**src/rtl/irq_router_pkg.sv**
```systemverilog
// Constants and types shared by the submodule interrupt router.
// Assumes one 125 MHz clock and an AXI4-Lite master holding 8-bit byte addresses.
package irq_router_pkg;

  // Carrier geometry
  localparam int SLOTS     = 3;
  localparam int SRCS      = 3;
  localparam int NSRC      = SLOTS * SRCS;
  localparam int ISA_LINES = 16;
  localparam int LINKS     = 2;

  // Routing codes
  localparam logic [7:0] CODE_GROUP = 8'hF0;
  localparam logic [7:0] CODE_NONE  = 8'hFF;
  localparam logic [7:0] LINE_LIMIT = 8'h10;

  // Byte offsets in the base-settings area
  localparam logic [7:0] ROUTE_BASE  = 8'h00;
  localparam logic [7:0] GROUP_ROUTE = 8'h24;
  localparam logic [7:0] LINK_SEL    = 8'h28;
  localparam logic [7:0] IRQ_STATUS  = 8'h2C;
  localparam logic [7:0] IRQ_MASK    = 8'h30;
  localparam logic [7:0] SRC_LEVEL   = 8'h34;
  localparam logic [7:0] CFG_LAST    = 8'h3F;

  // Values after reset
  localparam logic [7:0] ROUTE_RST = 8'hFF;
  localparam logic [1:0] LINK_RST  = 2'h3;
  localparam logic [8:0] MASK_RST  = 9'h000;

  // AXI responses
  localparam logic [1:0] RESP_OKAY   = 2'h0;
  localparam logic [1:0] RESP_SLVERR = 2'h2;

  typedef logic [7:0] route_code_t;

  typedef struct packed {
    logic [1:0] sel1;
    logic [1:0] sel0;
  } link_sel_t;

  typedef struct packed {
    logic [ISA_LINES-1:0] level;
    logic [ISA_LINES-1:0] drive;
  } isa_drive_t;

endpackage

```
**src/rtl/irq_route_matrix.sv**
```systemverilog
// Combinational routing matrix from submodule sources to ISA lines.
// Assumes synchronised active-high source levels and stable route codes.
`timescale 1ns/100ps
module irq_route_matrix (
  // Sources
  input  wire logic [8:0]                        srcLevel,
  input  wire irq_router_pkg::route_code_t [8:0] srcRoute,
  input  wire irq_router_pkg::route_code_t       groupRoute,
  // Results
  output irq_router_pkg::isa_drive_t             drive,
  output logic                                   groupIrq
);

  // Codes at or above the line count, the group code included, hit no line
  function automatic logic hitsLine(input logic [7:0] code, input int line);
    return code == 8'(line);
  endfunction

  logic [8:0] inGroup;

  genvar s;
  genvar l;
  generate
    for (s = 0; s < irq_router_pkg::NSRC; s++) begin : g_grp
      assign inGroup[s] = srcRoute[s] == irq_router_pkg::CODE_GROUP;
    end
  endgenerate

  assign groupIrq = |(srcLevel & inGroup);

  generate
    for (l = 0; l < irq_router_pkg::ISA_LINES; l++) begin : g_line
      logic [8:0] sel;
      logic       grpHit;
      for (s = 0; s < irq_router_pkg::NSRC; s++) begin : g_src
        assign sel[s] = hitsLine(srcRoute[s], l);
      end
      assign grpHit          = hitsLine(groupRoute, l);
      assign drive.drive[l]  = (|sel) | grpHit;
      assign drive.level[l]  = (|(sel & srcLevel)) | (grpHit & groupIrq);
    end
  endgenerate

endmodule // irq_route_matrix

```
**src/rtl/submodule_irq_router.sv**
```systemverilog
// Interrupt routing and signal linking for a three-slot expansion carrier.
// Assumes asynchronous pins from the submodules and an AXI4-Lite master on sys_clk.
// What this block does
// - Takes three interrupt sources per slot, each sent to its configured ISA line.
// - Code F0 sends a source to the group interrupt, never a dedicated line.
// - Any active group-routed source in the module asserts the group interrupt.
// - The group interrupt drives the one ISA line configured for it.
// - Two signals per slot can be linked from any other slot by configuration.
// - Offsets 00h to 37h hold the routing configuration; others are refused.
`timescale 1ns/100ps
module submodule_irq_router (
  // Clock and reset
  input  wire logic        sys_clk,
  input  wire logic        rstn,
  // AXI4-Lite write
  input  wire logic [7:0]  awaddr,
  input  wire logic        awvalid,
  output logic             awready,
  input  wire logic [31:0] wdata,
  input  wire logic [3:0]  wstrb,
  input  wire logic        wvalid,
  output logic             wready,
  output logic [1:0]       bresp,
  output logic             bvalid,
  input  wire logic        bready,
  // AXI4-Lite read
  input  wire logic [7:0]  araddr,
  input  wire logic        arvalid,
  output logic             arready,
  output logic [31:0]      rdata,
  output logic [1:0]       rresp,
  output logic             rvalid,
  input  wire logic        rready,
  // Submodule slots
  input  wire logic [2:0]  slotIrqFirst,
  input  wire logic [2:0]  slotIrqSecond,
  input  wire logic [2:0]  slotIrqThird,
  input  wire logic [5:0]  linkIn,
  output logic [5:0]       linkOut,
  // ISA lines
  output logic [15:0]      isaIrq,
  output logic [15:0]      isaIrqOe,
  // Interrupt to software
  output logic             irq
);

  // Register index in the base-settings area, or 6'h3F when unmapped
  function automatic logic [5:0] regIndex(input logic [7:0] addr);
    logic [5:0] idx;
    idx = addr[7:2];
    if (addr > irq_router_pkg::CFG_LAST) begin
      return 6'h3F;
    end
    return (idx <= irq_router_pkg::SRC_LEVEL[7:2]) ? idx : 6'h3F;
  endfunction

  // Link source picker; a select of 3 gives a quiet low
  function automatic logic linkPick(input logic [5:0] lv, input logic [1:0] sel, input int k);
    logic [5:0] sh;
    sh = lv >> {sel, 1'b0};
    return (sel == 2'h3) ? 1'b0 : sh[k];
  endfunction

  logic [8:0]  rawSrc;
  logic [8:0]  srcSyncA_reg;
  logic [8:0]  srcSync_reg;
  logic [8:0]  srcPrev_reg;
  logic [5:0]  linkSyncA_reg;
  logic [5:0]  linkSync_reg;
  irq_router_pkg::route_code_t [8:0] route_reg;
  irq_router_pkg::route_code_t       groupRoute_reg;
  irq_router_pkg::link_sel_t   [2:0] linkSel_reg;
  logic [8:0]  status_reg;
  logic [8:0]  mask_reg;
  logic        groupIrq_reg;
  logic [7:0]  awAddr_reg;
  logic [31:0] wData_reg;
  logic [3:0]  wStrb_reg;
  logic        awHeld_reg;
  logic        wHeld_reg;
  irq_router_pkg::isa_drive_t drive;
  logic        groupIrq;
  logic [5:0]  linkOut_next;

  genvar g;
  generate
    for (g = 0; g < irq_router_pkg::SLOTS; g++) begin : g_slot
      assign rawSrc[g*3]     = slotIrqFirst[g];
      assign rawSrc[g*3 + 1] = slotIrqSecond[g];
      assign rawSrc[g*3 + 2] = slotIrqThird[g];
      assign linkOut_next[g*2]     = linkPick(linkSync_reg, linkSel_reg[g].sel0, 0);
      assign linkOut_next[g*2 + 1] = linkPick(linkSync_reg, linkSel_reg[g].sel1, 1);
    end
  endgenerate

  irq_route_matrix u_matrix (
    .srcLevel   (srcSync_reg),
    .srcRoute   (route_reg),
    .groupRoute (groupRoute_reg),
    .drive      (drive),
    .groupIrq   (groupIrq)
  );

  // Pins cross two flops before anything reads them
  always_ff @(posedge sys_clk or negedge rstn) begin
    if (!rstn) begin
      srcSyncA_reg  <= 9'h000;
      srcSync_reg   <= 9'h000;
      srcPrev_reg   <= 9'h000;
      linkSyncA_reg <= 6'h00;
      linkSync_reg  <= 6'h00;
    end else begin
      srcSyncA_reg  <= rawSrc;
      srcSync_reg   <= srcSyncA_reg;
      srcPrev_reg   <= srcSync_reg;
      linkSyncA_reg <= linkIn;
      linkSync_reg  <= linkSyncA_reg;
    end
  end

  // Outputs come from flops; an undriven line shows oe low
  always_ff @(posedge sys_clk or negedge rstn) begin
    if (!rstn) begin
      isaIrq       <= 16'h0000;
      isaIrqOe     <= 16'h0000;
      groupIrq_reg <= 1'b0;
      linkOut      <= 6'h00;
    end else begin
      isaIrq       <= drive.level & drive.drive;
      isaIrqOe     <= drive.drive;
      groupIrq_reg <= groupIrq;
      linkOut      <= linkOut_next;
    end
  end

  // Write path: address and data taken in either order
  logic       doWrite;
  logic [5:0] wIdx;
  logic       wMapped;
  logic [8:0] srcRise;
  logic [8:0] w1c;
  logic [8:0] status_next;

  assign awready     = !awHeld_reg && !bvalid;
  assign wready      = !wHeld_reg && !bvalid;
  assign doWrite     = awHeld_reg && wHeld_reg && !bvalid;
  assign wIdx        = regIndex(awAddr_reg);
  assign wMapped     = wIdx != 6'h3F;
  assign srcRise     = srcSync_reg & ~srcPrev_reg;
  assign w1c         = (doWrite && wIdx == irq_router_pkg::IRQ_STATUS[7:2])
                       ? (wData_reg[8:0] & {wStrb_reg[1], {8{wStrb_reg[0]}}}) : 9'h000;
  assign status_next = (status_reg & ~w1c) | srcRise;
  assign irq         = |(status_reg & mask_reg);

  always_ff @(posedge sys_clk or negedge rstn) begin
    if (!rstn) begin
      awHeld_reg <= 1'b0;
      wHeld_reg  <= 1'b0;
      awAddr_reg <= 8'h00;
      wData_reg  <= 32'h0000_0000;
      wStrb_reg  <= 4'h0;
      bvalid     <= 1'b0;
      bresp      <= irq_router_pkg::RESP_OKAY;
    end else begin
      if (awvalid && awready) begin
        awHeld_reg <= 1'b1;
        awAddr_reg <= awaddr;
      end
      if (wvalid && wready) begin
        wHeld_reg <= 1'b1;
        wData_reg <= wdata;
        wStrb_reg <= wstrb;
      end
      if (doWrite) begin
        awHeld_reg <= 1'b0;
        wHeld_reg  <= 1'b0;
        bvalid     <= 1'b1;
        bresp      <= wMapped ? irq_router_pkg::RESP_OKAY : irq_router_pkg::RESP_SLVERR;
      end else if (bready) begin
        bvalid <= 1'b0;
      end
    end
  end

  // Configuration registers; byte lanes 0 and 1 carry fields
  always_ff @(posedge sys_clk or negedge rstn) begin
    if (!rstn) begin
      route_reg      <= {irq_router_pkg::NSRC{irq_router_pkg::ROUTE_RST}};
      groupRoute_reg <= irq_router_pkg::ROUTE_RST;
      linkSel_reg    <= {(irq_router_pkg::SLOTS*irq_router_pkg::LINKS){irq_router_pkg::LINK_RST}};
      mask_reg       <= irq_router_pkg::MASK_RST;
      status_reg     <= 9'h000;
    end else begin
      status_reg <= status_next; // Set wins over a same-cycle clear
      if (doWrite && wStrb_reg[0]) begin
        if (wIdx < 6'(irq_router_pkg::NSRC)) begin
          route_reg[wIdx[3:0]] <= wData_reg[7:0];
        end
        if (wIdx == irq_router_pkg::GROUP_ROUTE[7:2]) begin
          groupRoute_reg <= wData_reg[7:0];
        end
        if (wIdx == irq_router_pkg::IRQ_MASK[7:2]) begin
          mask_reg[7:0] <= wData_reg[7:0];
        end
      end
      if (doWrite && wStrb_reg[1]) begin
        if (wIdx == irq_router_pkg::LINK_SEL[7:2]) begin
          linkSel_reg[2] <= wData_reg[11:8];
        end
        if (wIdx == irq_router_pkg::IRQ_MASK[7:2]) begin
          mask_reg[8] <= wData_reg[8];
        end
      end
      if (doWrite && wStrb_reg[0] && wIdx == irq_router_pkg::LINK_SEL[7:2]) begin
        linkSel_reg[1:0] <= wData_reg[7:0];
      end
    end
  end

  // Read path: one read at a time, answered the cycle after the address
  logic [5:0]  rIdx;
  logic [31:0] rWord;

  assign arready = !rvalid;
  assign rIdx    = regIndex(araddr);
  assign rWord   = (rIdx < 6'(irq_router_pkg::NSRC)) ? {24'h000000, route_reg[rIdx[3:0]]} :
                   (rIdx == irq_router_pkg::GROUP_ROUTE[7:2]) ? {24'h000000, groupRoute_reg} :
                   (rIdx == irq_router_pkg::LINK_SEL[7:2])    ? {20'h00000, linkSel_reg} :
                   (rIdx == irq_router_pkg::IRQ_STATUS[7:2])  ? {23'h000000, status_reg} :
                   (rIdx == irq_router_pkg::IRQ_MASK[7:2])    ? {23'h000000, mask_reg} :
                   (rIdx == irq_router_pkg::SRC_LEVEL[7:2])   ? {23'h000000, srcSync_reg} :
                   32'h0000_0000;

  always_ff @(posedge sys_clk or negedge rstn) begin
    if (!rstn) begin
      rvalid <= 1'b0;
      rdata  <= 32'h0000_0000;
      rresp  <= irq_router_pkg::RESP_OKAY;
    end else if (arvalid && arready) begin
      rvalid <= 1'b1;
      rdata  <= rWord;
      rresp  <= (rIdx == 6'h3F) ? irq_router_pkg::RESP_SLVERR : irq_router_pkg::RESP_OKAY;
    end else if (rready) begin
      rvalid <= 1'b0;
    end
  end

  // Checks
  logic anyLine;
  assign anyLine = (groupRoute_reg < irq_router_pkg::LINE_LIMIT) ||
                   (|{route_reg[0] < 8'h10, route_reg[1] < 8'h10, route_reg[2] < 8'h10,
                      route_reg[3] < 8'h10, route_reg[4] < 8'h10, route_reg[5] < 8'h10,
                      route_reg[6] < 8'h10, route_reg[7] < 8'h10, route_reg[8] < 8'h10});
endmodule // submodule_irq_router

```
**config.mk**
```make
export PLATFORM = sky130hd
export DESIGN_NAME = submodule_irq_router
export DESIGN_NICKNAME = d
export VERILOG_FILES = /design/src/rtl/irq_router_pkg.sv /design/src/rtl/irq_route_matrix.sv /design/src/rtl/submodule_irq_router.sv
export SDC_FILE = /design/constraint.sdc
export NUM_CORES = 1
export LEC_CHECK = 0
export ABC_AREA = 1
export BUFFER_PORTS_ARGS = -buffer_cell sky130_fd_sc_hd__buf_2
export CAP_MARGIN = 10
export CORE_MARGIN = 5
export CORE_UTILIZATION = 45
export CTS_CLUSTER_SIZE = 14
export DETAILED_ROUTE_END_ITERATION = 10
export HOLD_SLACK_MARGIN = 0.03
export MAX_ROUTING_LAYER = met4
export SYNTH_ARGS = -nofsm -noshare
export SYNTH_HDL_FRONTEND = slang
export SYNTH_SLANG_ARGS = --single-unit
```
**constraint.sdc**
```tcl
create_clock -name sys_clk -period 2.06 [get_ports sys_clk]
set_input_delay 0.309 -clock sys_clk [delete_from_list [all_inputs] [get_ports sys_clk]]
set_output_delay 0.309 -clock sys_clk [all_outputs]
set_load 0.05 [all_outputs]
```
### Word level (Yosys, flattened, before mapping)

Cells that the tools add are included.
W data, S select, Z words.

| cells by class | value |
|---|---|
| eq/ne operators | 176 |
| bitwise logic cells | 73 |
| shift-type cells | 6 |
| mux-type cells | 36 |
| reduce and logical (&&, ||, !) cells | 69 |
| $lt $le $gt $ge | 9 |

Operators by type and width:

| operator | number |
|---|---|
| $eq A8 B4 Y1 const B | 80 |
| $eq A8 B3 Y1 const B | 40 |
| $reduce_or A9 Y1 | 34 |
| $and A9 B9 Y9 | 21 |
| $eq A8 B2 Y1 const B | 20 |
| $eq A8 B1 Y1 const B | 10 |
| $logic_not A8 Y1 | 10 |
| $bwmux W72 | 1 |
| $eq A8 B8 Y1 const B | 9 |
| $eq A6 B4 Y1 const B | 9 |
| $mux W12 | 3 |
| $mux W6 | 6 |
| $mux W9 | 4 |
| $bmux W8 S4 | 1 |
| $demux W8 S4 | 1 |
| $or A1 B1 Y1 | 32 |
| $not A9 Y9 | 2 |
| $shr A6 B3 Y1 | 3 |
| $shr A6 B3 Y2 | 3 |
| $and A1 B1 Y1 | 16 |
| $and A16 B16 Y16 | 1 |
| $gt A8 B6 Y1 const B | 2 |
| $mux W1 | 16 |
| $mux W8 | 2 |
| 13 further kinds | 43 |

| word-level totals | value |
|---|---|
| flip-flop bits (word level) | 249 |
| output and inout port bits | 80 |

### Logic depth before layout (Yosys ltp)

Gate-level depths: netlist of the first run.

| logic depth | value |
|---|---|
| depth after elaboration | 10 |
| gate-level depth with buffers | 13 |
| depth with buffers taken out | 11 |

### Modules after synthesis

Synthesis of the first run repeated with hierarchy kept, for this count alone.

| second synthesis, totals | value |
|---|---|
| cells, all modules | 1972 |
| area, all modules | 13803.2 µm² |

Modules (own cells, without submodules):

| module | times used | seq. area each (µm²) | cells each | area an instance (µm²) |
|---|---|---|---|---|
| submodule_irq_router | 1 | 5745.5 | 1012 | 9691.8 |
| irq_route_matrix | 1 | 0.0 | 960 | 4111.4 |

### Worst setup path before layout of the first run

OpenSTA, ideal clock, no wires.

| path | value |
|---|---|
| path type | register -> register |
| start point | reg bvalid |
| end point | reg wData_reg[7] |
| cell stages (with the launch flop) | 6 |
| arrival time | 2142 ps |
| clock period less this slack | 2276 ps |
| buffers on the path | 1 |
| slack | -216 ps |
| library setup time | 134 ps |
| data required time | 1926 ps |
| cell sequence | dfrtp_1 > nor2_1 > nand2_1 > clkbuf_1 > nor2_1 > a21oi_1 |

| on the way | value |
|---|---|
| cells in the longest elaborated chain, start to end | 3 |

RTL lines:

| what | line | source |
|---|---|---|
| from (decl) | submodule_irq_router.sv:24 | `output logic bvalid,` |
| from (signal assigned) | submodule_irq_router.sv:162 | `bvalid <= 1'b0;` |
| from (signal assigned) | submodule_irq_router.sv:177 | `bvalid <= 1'b1;` |
| from (signal assigned) | submodule_irq_router.sv:180 | `bvalid <= 1'b0;` |
| $logic_not A1 Y1 | submodule_irq_router.sv:145 | `assign wready = !wHeld_reg && !bvalid;` |
| $logic_and A1 B1 Y1 | submodule_irq_router.sv:145 |  |
| named net wready | submodule_irq_router.sv:22 | `output logic wready,` |
| $logic_and A1 B1 Y1 | submodule_irq_router.sv:169 | `if (wvalid && wready) begin` |
| to (signal assigned) | submodule_irq_router.sv:171 | `wData_reg <= wdata;` |
| to (decl) | submodule_irq_router.sv:77 | `logic [31:0] wData_reg;` |

The timed path passes the listed nets, and every way through them passes these cells.
A chain may end at the register's enable or synchronous reset.

### Final worst setup path of the first run

| path | value |
|---|---|
| start point | reg status_reg[5] |
| end point | out irq |

| on the way | value |
|---|---|
| cells in the longest elaborated chain, start to end | 2 |

RTL lines:

| what | line | source |
|---|---|---|
| from (decl) | submodule_irq_router.sv:73 | `logic [8:0] status_reg;` |
| from (signal assigned) | submodule_irq_router.sv:194 | `status_reg <= status_next;` |
| $and A9 B9 Y9 | submodule_irq_router.sv:153 | `assign irq = \|(status_reg & mask_reg);` |
| $reduce_or A9 Y1 | submodule_irq_router.sv:153 |  |
| to (decl) | submodule_irq_router.sv:44 | `output logic irq` |

No other way between the ends.

==> qor.txt, run 1 <==
YS warnings: 0
routed wire length: 49800 microns
final std cells w/o fill: 2369
setup ws final: 0.0111 ns
antenna-violating nets left: 0
worst reg2reg endpoint: isaIrq[11]$_DFF_PN0_
Worst setup endpoint: irq
Tcrit/Tclk final: 99.5%
Area Growth Syn to Fin: 24.7%
synthesis-stage register bit count: 225
number of global-route vias before repair: 12.4k
IO buf count: 105
CP Max Fanout: 2
most frequent cells in the layout: 468 x nand2_1, 205 x nor2_1, 180 x inv_1
Filler Cells Inserted: 2707
cell taking the most area after synthesis: dfrtp_1
Clock H-tree levels: 1
clock skew: 0.00853 ns
Worst Setup End Kind: primary output
core area: 0.0276 sq mm
CTS tree: yes
RePlAce Congestion: 1.05
fin crit period: 2.05 ns
RSZ-0062 raised after global routing: yes
LEAKAGE: 7.40 nW
layout cells sized above 1: 20.9%
critical path arrival: 1.74 ns
top-area cell type share of the netlist area: 26.5%
area of the mapped netlist: 0.0125 sq mm
Placement Setup Slack: 0.0692 ns
DRC: 0
DP Area: 0.0143 sq mm
routed wire length per instance: 21.0 microns
CTS Buffer Depth: 3
Pre-antenna DRT Iters: 6
max reg flops: 72
placed cells: 2277
kind of critical path: flip-flop to primary output
die height: 177 microns
largest cells by area after synthesis: dfrtp_1 27%, dfstp_2 19%, nand2_1 14%, o21ai_0 6.5%, nor2_1 6.3%
R2R Path Start: route_reg[4]$_DFFE_PN1P_
CP delay by family, top: compound AO/OA/AOI/OAI gates
R2R cell count: 9
Vias: 12.9k
outcome: finished, final reports clean
Final Max Slew Viols: 0
final hold vios: 0
WP depth: 4
Max-Cap Viols: 0
post-synthesis sequential area ratio: 45.8%
dpl hpwl: 38800 microns
Core Rows: 61
Slew @ Worst Pin: 0.742 ns
CP max stage cell: dfrtp_1
DR iter-0 viols: 1271
Synth cell types: 45
final instance area: 0.0156 sq mm
final setup vio count: 0
first-pass GRT wire length: 75500 microns
initial antenna violation count: 2
NumNets Final: 2042
TritonCTS Buffers: 27
CP startpoint: status_reg[5]$_DFF_PN0_
synthesized instance count: 1718
Root Buffer: clkbuf_16
most common cell after layout, fill and taps aside: nand2_1
GR Overflow Total: 0
fmax: 488 MHz
synthesized area per cell: 7.30 sq um
GRT Total Usage: 33.0%
Vias/cell: 5.43
maximum vdd drop: 0.858 mV
largest net degree at the start of global routing: 52
CP peak stage delay: 0.39 ns
die area: 0.0313 sq mm
cell-by-cell trace of the critical path: a22o_1 -> a221oi_2 -> nand3_1 -> buf_6
CTS sink cnt: 225
initial core utilization: 45.4%
die width: 177 microns
CP bufs+invs: 1
Startpoint Class: flip-flop
CTS clock-pin slew for the worst setup and hold paths: 0.06 ns
R2R Setup Slk: 0.09 ns
min-delay worst type: input pin to flip-flop
Crit path required time: 1.75 ns
# IOs: 154
Pwr per Cell Area: 960 mW/mm^2
Worst-Skew Late Latency: 0.56 ns
Slew headroom: 50.5%
cells by family after synthesis:
family	synth area share, %
AND/OR/NAND/NOR	32.8
AO/OA/AOI/OAI	11.9
buffers and inverters	8.73
flip-flops	45.8
multiplexers	0.679
other	0.0299
worst min path at each step:
stage,startpoint,endpoint,slack (ns),cells past startpoint
2_1_floorplan,rstn,awAddr_reg[2]$_DFFE_PN0P_,0.01,0
3_3_place_gp,rstn,awAddr_reg[6]$_DFFE_PN0P_,0.22,1
6_report,wdata[6],wData_reg[6]$_DFFE_PN0P_,0.04,3
5_1_grt,wdata[6],wData_reg[6]$_DFFE_PN0P_,0.05,3
3_5_place_dp,rstn,awAddr_reg[6]$_DFFE_PN0P_,0.22,1
4_1_cts,wdata[6],wData_reg[6]$_DFFE_PN0P_,0.03,3
per-layer routing:
layer | up-vias | track usage [%] | part of all wire [%]
li1 | 6095 | - | -
met1 | 6069 | 47.3 | 45
met2 | 596 | 47.7 | 43
met3 | 103 | 6.90 | 9.3
met4 | 0 | 8.93 | 3.0
met5 | - | - | 0
synth_stat cells:
cell and number:
nand2_1 470, nor2_1 209, inv_1 180, o21ai_0 163
nand3_1 142, dfrtp_1 133, dfstp_2 92, nor3_1 48
nand4_1 39, a21oi_1 34, clkbuf_1 32, buf_4 29
o21ai_1 24, a22oi_1 16, nand3b_1 12, nor4_1 9
a211oi_1 8, nand2_2 7, buf_2 6, inv_2 5
o31ai_1 5, a221oi_1 4, mux2_2 4, mux2i_1 4
o211ai_1 4, or2_2 4, buf_1 3, nor2_2 3
nor3_4 3, nor3b_1 3, o2111a_1 3, o22ai_1 3
a22o_1 2, a31oi_1 2, and3_1 2, nor2_4 2
a32oi_1 1, buf_6 1, clkinv_1 1, conb_1 1
inv_4 1, nand2_4 1, nand4_2 1, nor3_2 1
o21ai_2 1
final cells by class:
type                            instances  area, sq um  area share [%]
Clock inverter                         15          171            1.10
Tap cell                              378          473            3.03
Timing Repair Buffer                  271         1960            12.5
Antenna cell                            2         5.00          0.0320
Multi-Input combinational cell       1256         5820            37.2
Inverter                              187          704            4.51
Clock buffer                           35          756            4.84
Sequential cell                       225         5750            36.8
where the power goes:
part / total, mW / internal, mW / switching [mW] / leakage [nW]
clock network: 4.93 / 2.97 / 1.96 / 0.455
logic: 4.41 / 1.22 / 3.19 / 4.38
registers: 5.67 / 5.15 / 0.520 / 2.57
total: 15.0 / 9.34 / 5.67 / 7.40
worst min-delay path, stage by stage:
cell	delay, ns
buf_2	0.08
nor2_1	0.04
a21oi_1	0.12
metrics by stage:
stage          power [mW]  TNS [ns]  util, %  hold WS, ns
2_1_floorplan        8.20         0        -       0.0134
3_3_place_gp         9.87         0     51.6        0.216
3_5_place_dp         9.93         0     51.6        0.219
4_1_cts              15.0   -0.0150     56.4       0.0328
5_1_grt              15.7   -0.0586     56.6       0.0482
6_report             15.0         0     56.6       0.0365
timing repair:
item,4_1_cts,5_1_grt
endpoints found under the hold margin,165,0
gates resized for setup,4,6
setup buffers,1,2
endpoints found under the setup margin,1,27
hold buffers,37,0
pin swaps,1,2
No activity file was read; power rests on OpenSTA's default activity.
==> run 2: changes to the inputs <==
--- a/config.mk
+++ b/config.mk
@@ -9,11 +9,12 @@
 export BUFFER_PORTS_ARGS = -buffer_cell sky130_fd_sc_hd__buf_2
 export CAP_MARGIN = 10
 export CORE_MARGIN = 5
-export CORE_UTILIZATION = 45
+export CORE_UTILIZATION = 30
 export CTS_CLUSTER_SIZE = 14
 export DETAILED_ROUTE_END_ITERATION = 10
 export HOLD_SLACK_MARGIN = 0.03
 export MAX_ROUTING_LAYER = met4
+export RECOVER_POWER = 100
 export SYNTH_ARGS = -nofsm -noshare
 export SYNTH_HDL_FRONTEND = slang
 export SYNTH_SLANG_ARGS = --single-unit
==> run 2 against run 1 <==
Effect of this change:
- the flow now finishes with violations (negative setup slack)
- wire length is 3.0% higher
- highest routed layer unchanged
- clock skew is 0.0062 ns higher
- global-route usage is 11 points lower
==> qor.txt, run 2 (same netlist as run 1, synthesis figures left out) <==
outcome: finished, violations left
failing checks: negative setup slack
final std cells w/o fill: 2500 (+5.5%)
# IOs: 154 (unchanged)
WP depth: 4 (unchanged)
worst reg2reg endpoint: isaIrq[5]$_DFF_PN0_
DRC: 0 (unchanged)
CP Max Fanout: 2 (unchanged)
IO buf count: 105 (unchanged)
R2R Path Start: route_reg[7]$_DFFE_PN1P_
die area: 0.0460 sq mm (+47%)
first-pass GRT wire length: 77200 microns (+2.2%)
CTS Buffer Depth: 3 (unchanged)
Slew headroom: 11.4% (-39 points)
TritonCTS Buffers: 26 (-3.7%)
Worst Setup End Kind: primary output
antenna-violating nets left: 0 (unchanged)
most common cell after layout, fill and taps aside: nand2_1
layout cells sized above 1: 15.5% (-5.4 points)
Vias/cell: 5.10 (-6.0%)
CP bufs+invs: 1 (unchanged)
core area: 0.0411 sq mm (+49%)
routed wire length per instance: 20.5 microns (-2.4%)
DR iter-0 viols: 1243 (-2.2%)
R2R Setup Slk: 0.01 ns (-0.08 ns)
Final Max Slew Viols: 0 (unchanged)
met1 usage: 29.3% (-18 points)
R2R cell count: 9 (unchanged)
initial antenna violation count: 3 (+1)
largest net degree at the start of global routing: 59 (+13%)
fin crit period: 2.17 ns (+0.122 ns)
most frequent cells in the layout: 471 x nand2_1, 204 x nor2_1, 182 x inv_1
placed cells: 2408 (+5.8%)
fmax: 461 MHz (-5.6%)
CTS tree: yes
Core Rows: 74 (+21%)
maximum vdd drop: 0.984 mV (+15%)
Max-Cap Viols: 0 (unchanged)
Root Buffer: clkbuf_16
final hold vios: 0 (unchanged)
final setup vio count: 1 (+1)
Slew @ Worst Pin: 1.33 ns (+0.588 ns)
CP max stage cell: dfrtp_1
GR Util met2: 34.7% (-13 points)
routed wire length: 51300 microns (+3.0%)
kind of critical path: flip-flop to primary output
post-layout util: 37.7% (-19 points)
met3 usage: 3.59% (-3.3 points)
critical path arrival: 1.86 ns (+0.12 ns)
clock skew: 0.0147 ns (+0.00620 ns)
Area Growth Syn to Fin: 23.5%
dpl hpwl: 39700 microns (+2.4%)
Startpoint Class: flip-flop
Vias: 12.8k (-0.80%)
Clock H-tree levels: 1 (unchanged)
CP delay by family, top: compound AO/OA/AOI/OAI gates
min-delay worst type: input pin to flip-flop
GRT Total Usage: 22.4% (-11 points)
NumNets Final: 2018 (-1.2%)
RSZ-0062 raised after global routing: yes
CTS clock-pin slew for the worst setup and hold paths: 0.06 ns (about the same)
Pwr per Cell Area: 989 mW/mm^2 (+3.0%)
Pre-antenna DRT Iters: 6 (unchanged)
CP startpoint: mask_reg[5]$_DFFE_PN0P_
initial core utilization: 30.5% (-15 points)
Crit path required time: 1.75 ns (about the same)
setup ws final: -0.111 ns (-0.122 ns)
LEAKAGE: 7.00 nW (-5.4%)
die width: 214 microns (+21%)
CTS sink cnt: 225 (unchanged)
cell-by-cell trace of the critical path: a22o_1 -> a221oi_2 -> nand3_1 -> buf_6
number of global-route vias before repair: 12.5k (+1.3%)
Tcrit/Tclk final: 105% (+5.9 points)
GR Overflow Total: 0 (unchanged)
Setup Total Neg Slack: -0.111 ns (-0.111 ns)
max reg flops: 72 (unchanged)
die height: 214 microns (+21%)
CP peak stage delay: 0.39 ns (about the same)
grt peak-use layer: met2
RePlAce Congestion: 1.00 (-4.6%)
Worst-Skew Late Latency: 0.57 ns (about the same)
Worst setup endpoint: irq
-- run 2: report_power, final --
group | switching [mW] | total, mW | internal, mW
clock network | 1.96 | 5.29 | 3.32
logic | 3.26 | 4.36 | 1.10
registers | 0.523 | 5.67 | 5.14
-- run 2: layer usage --
metal,up-vias,wire (microns)
li1,6040,-
met4,0,2730
met5,-,0
met2,532,22900
met1,6067,21800
met3,121,3860
-- run 2: layout make-up --
class | instances | area, sq um
fillers | 4432 | 25600
repair buffers | 248 | 1580
clock inverters | 14 | 279
well taps | 532 | 666
multi-input cells | 1256 | 5790
flip-flops and latches | 225 | 5750
diodes | 4 | 10.0
inverters | 187 | 702
clock buffers | 34 | 711
-- run 2: what timing repair did --
item	in CTS	in global routing
buffers inserted	1	1
resized for setup	3	9
pin swaps	2	2
endpoints found under the setup margin	1	14
hold endpoints to repair	79	0
hold buffers	38	0
-- run 2: per-stage QoR --
stage	hold WS [ns]	setup WS (ns)	total power, mW	cell area (sq um)
after floorplan	0.0134	0.0861	8.20	12600
after global placement	0.234	0.136	9.95	14300
after detailed placement	0.240	0.103	9.99	14300
after CTS	0.193	-0.0957	15.5	15600
after global routing	0.231	-0.157	16.0	15500
final	0.203	-0.111	15.3	15500
-- run 2: worst reg2reg max path: cells and delay by family, from the launching register on --
family	cells	cell delay [ns]
flops	1	0.56
simple gates	8	1.26
compound gates	1	0.10
-- run 2: worst min path at each step --
stage / start / to / cells after the start
after floorplan: rstn / awAddr_reg[2]$_DFFE_PN0P_ / 0
after global placement: rstn / isaIrqOe[3]$_DFF_PN0_ / 1
after detailed placement: rstn / isaIrqOe[3]$_DFF_PN0_ / 1
after CTS: wvalid / wHeld_reg$_DFFE_PN0P_ / 3
after global routing: wvalid / wHeld_reg$_DFFE_PN0P_ / 3
final: wvalid / wHeld_reg$_DFFE_PN0P_ / 3
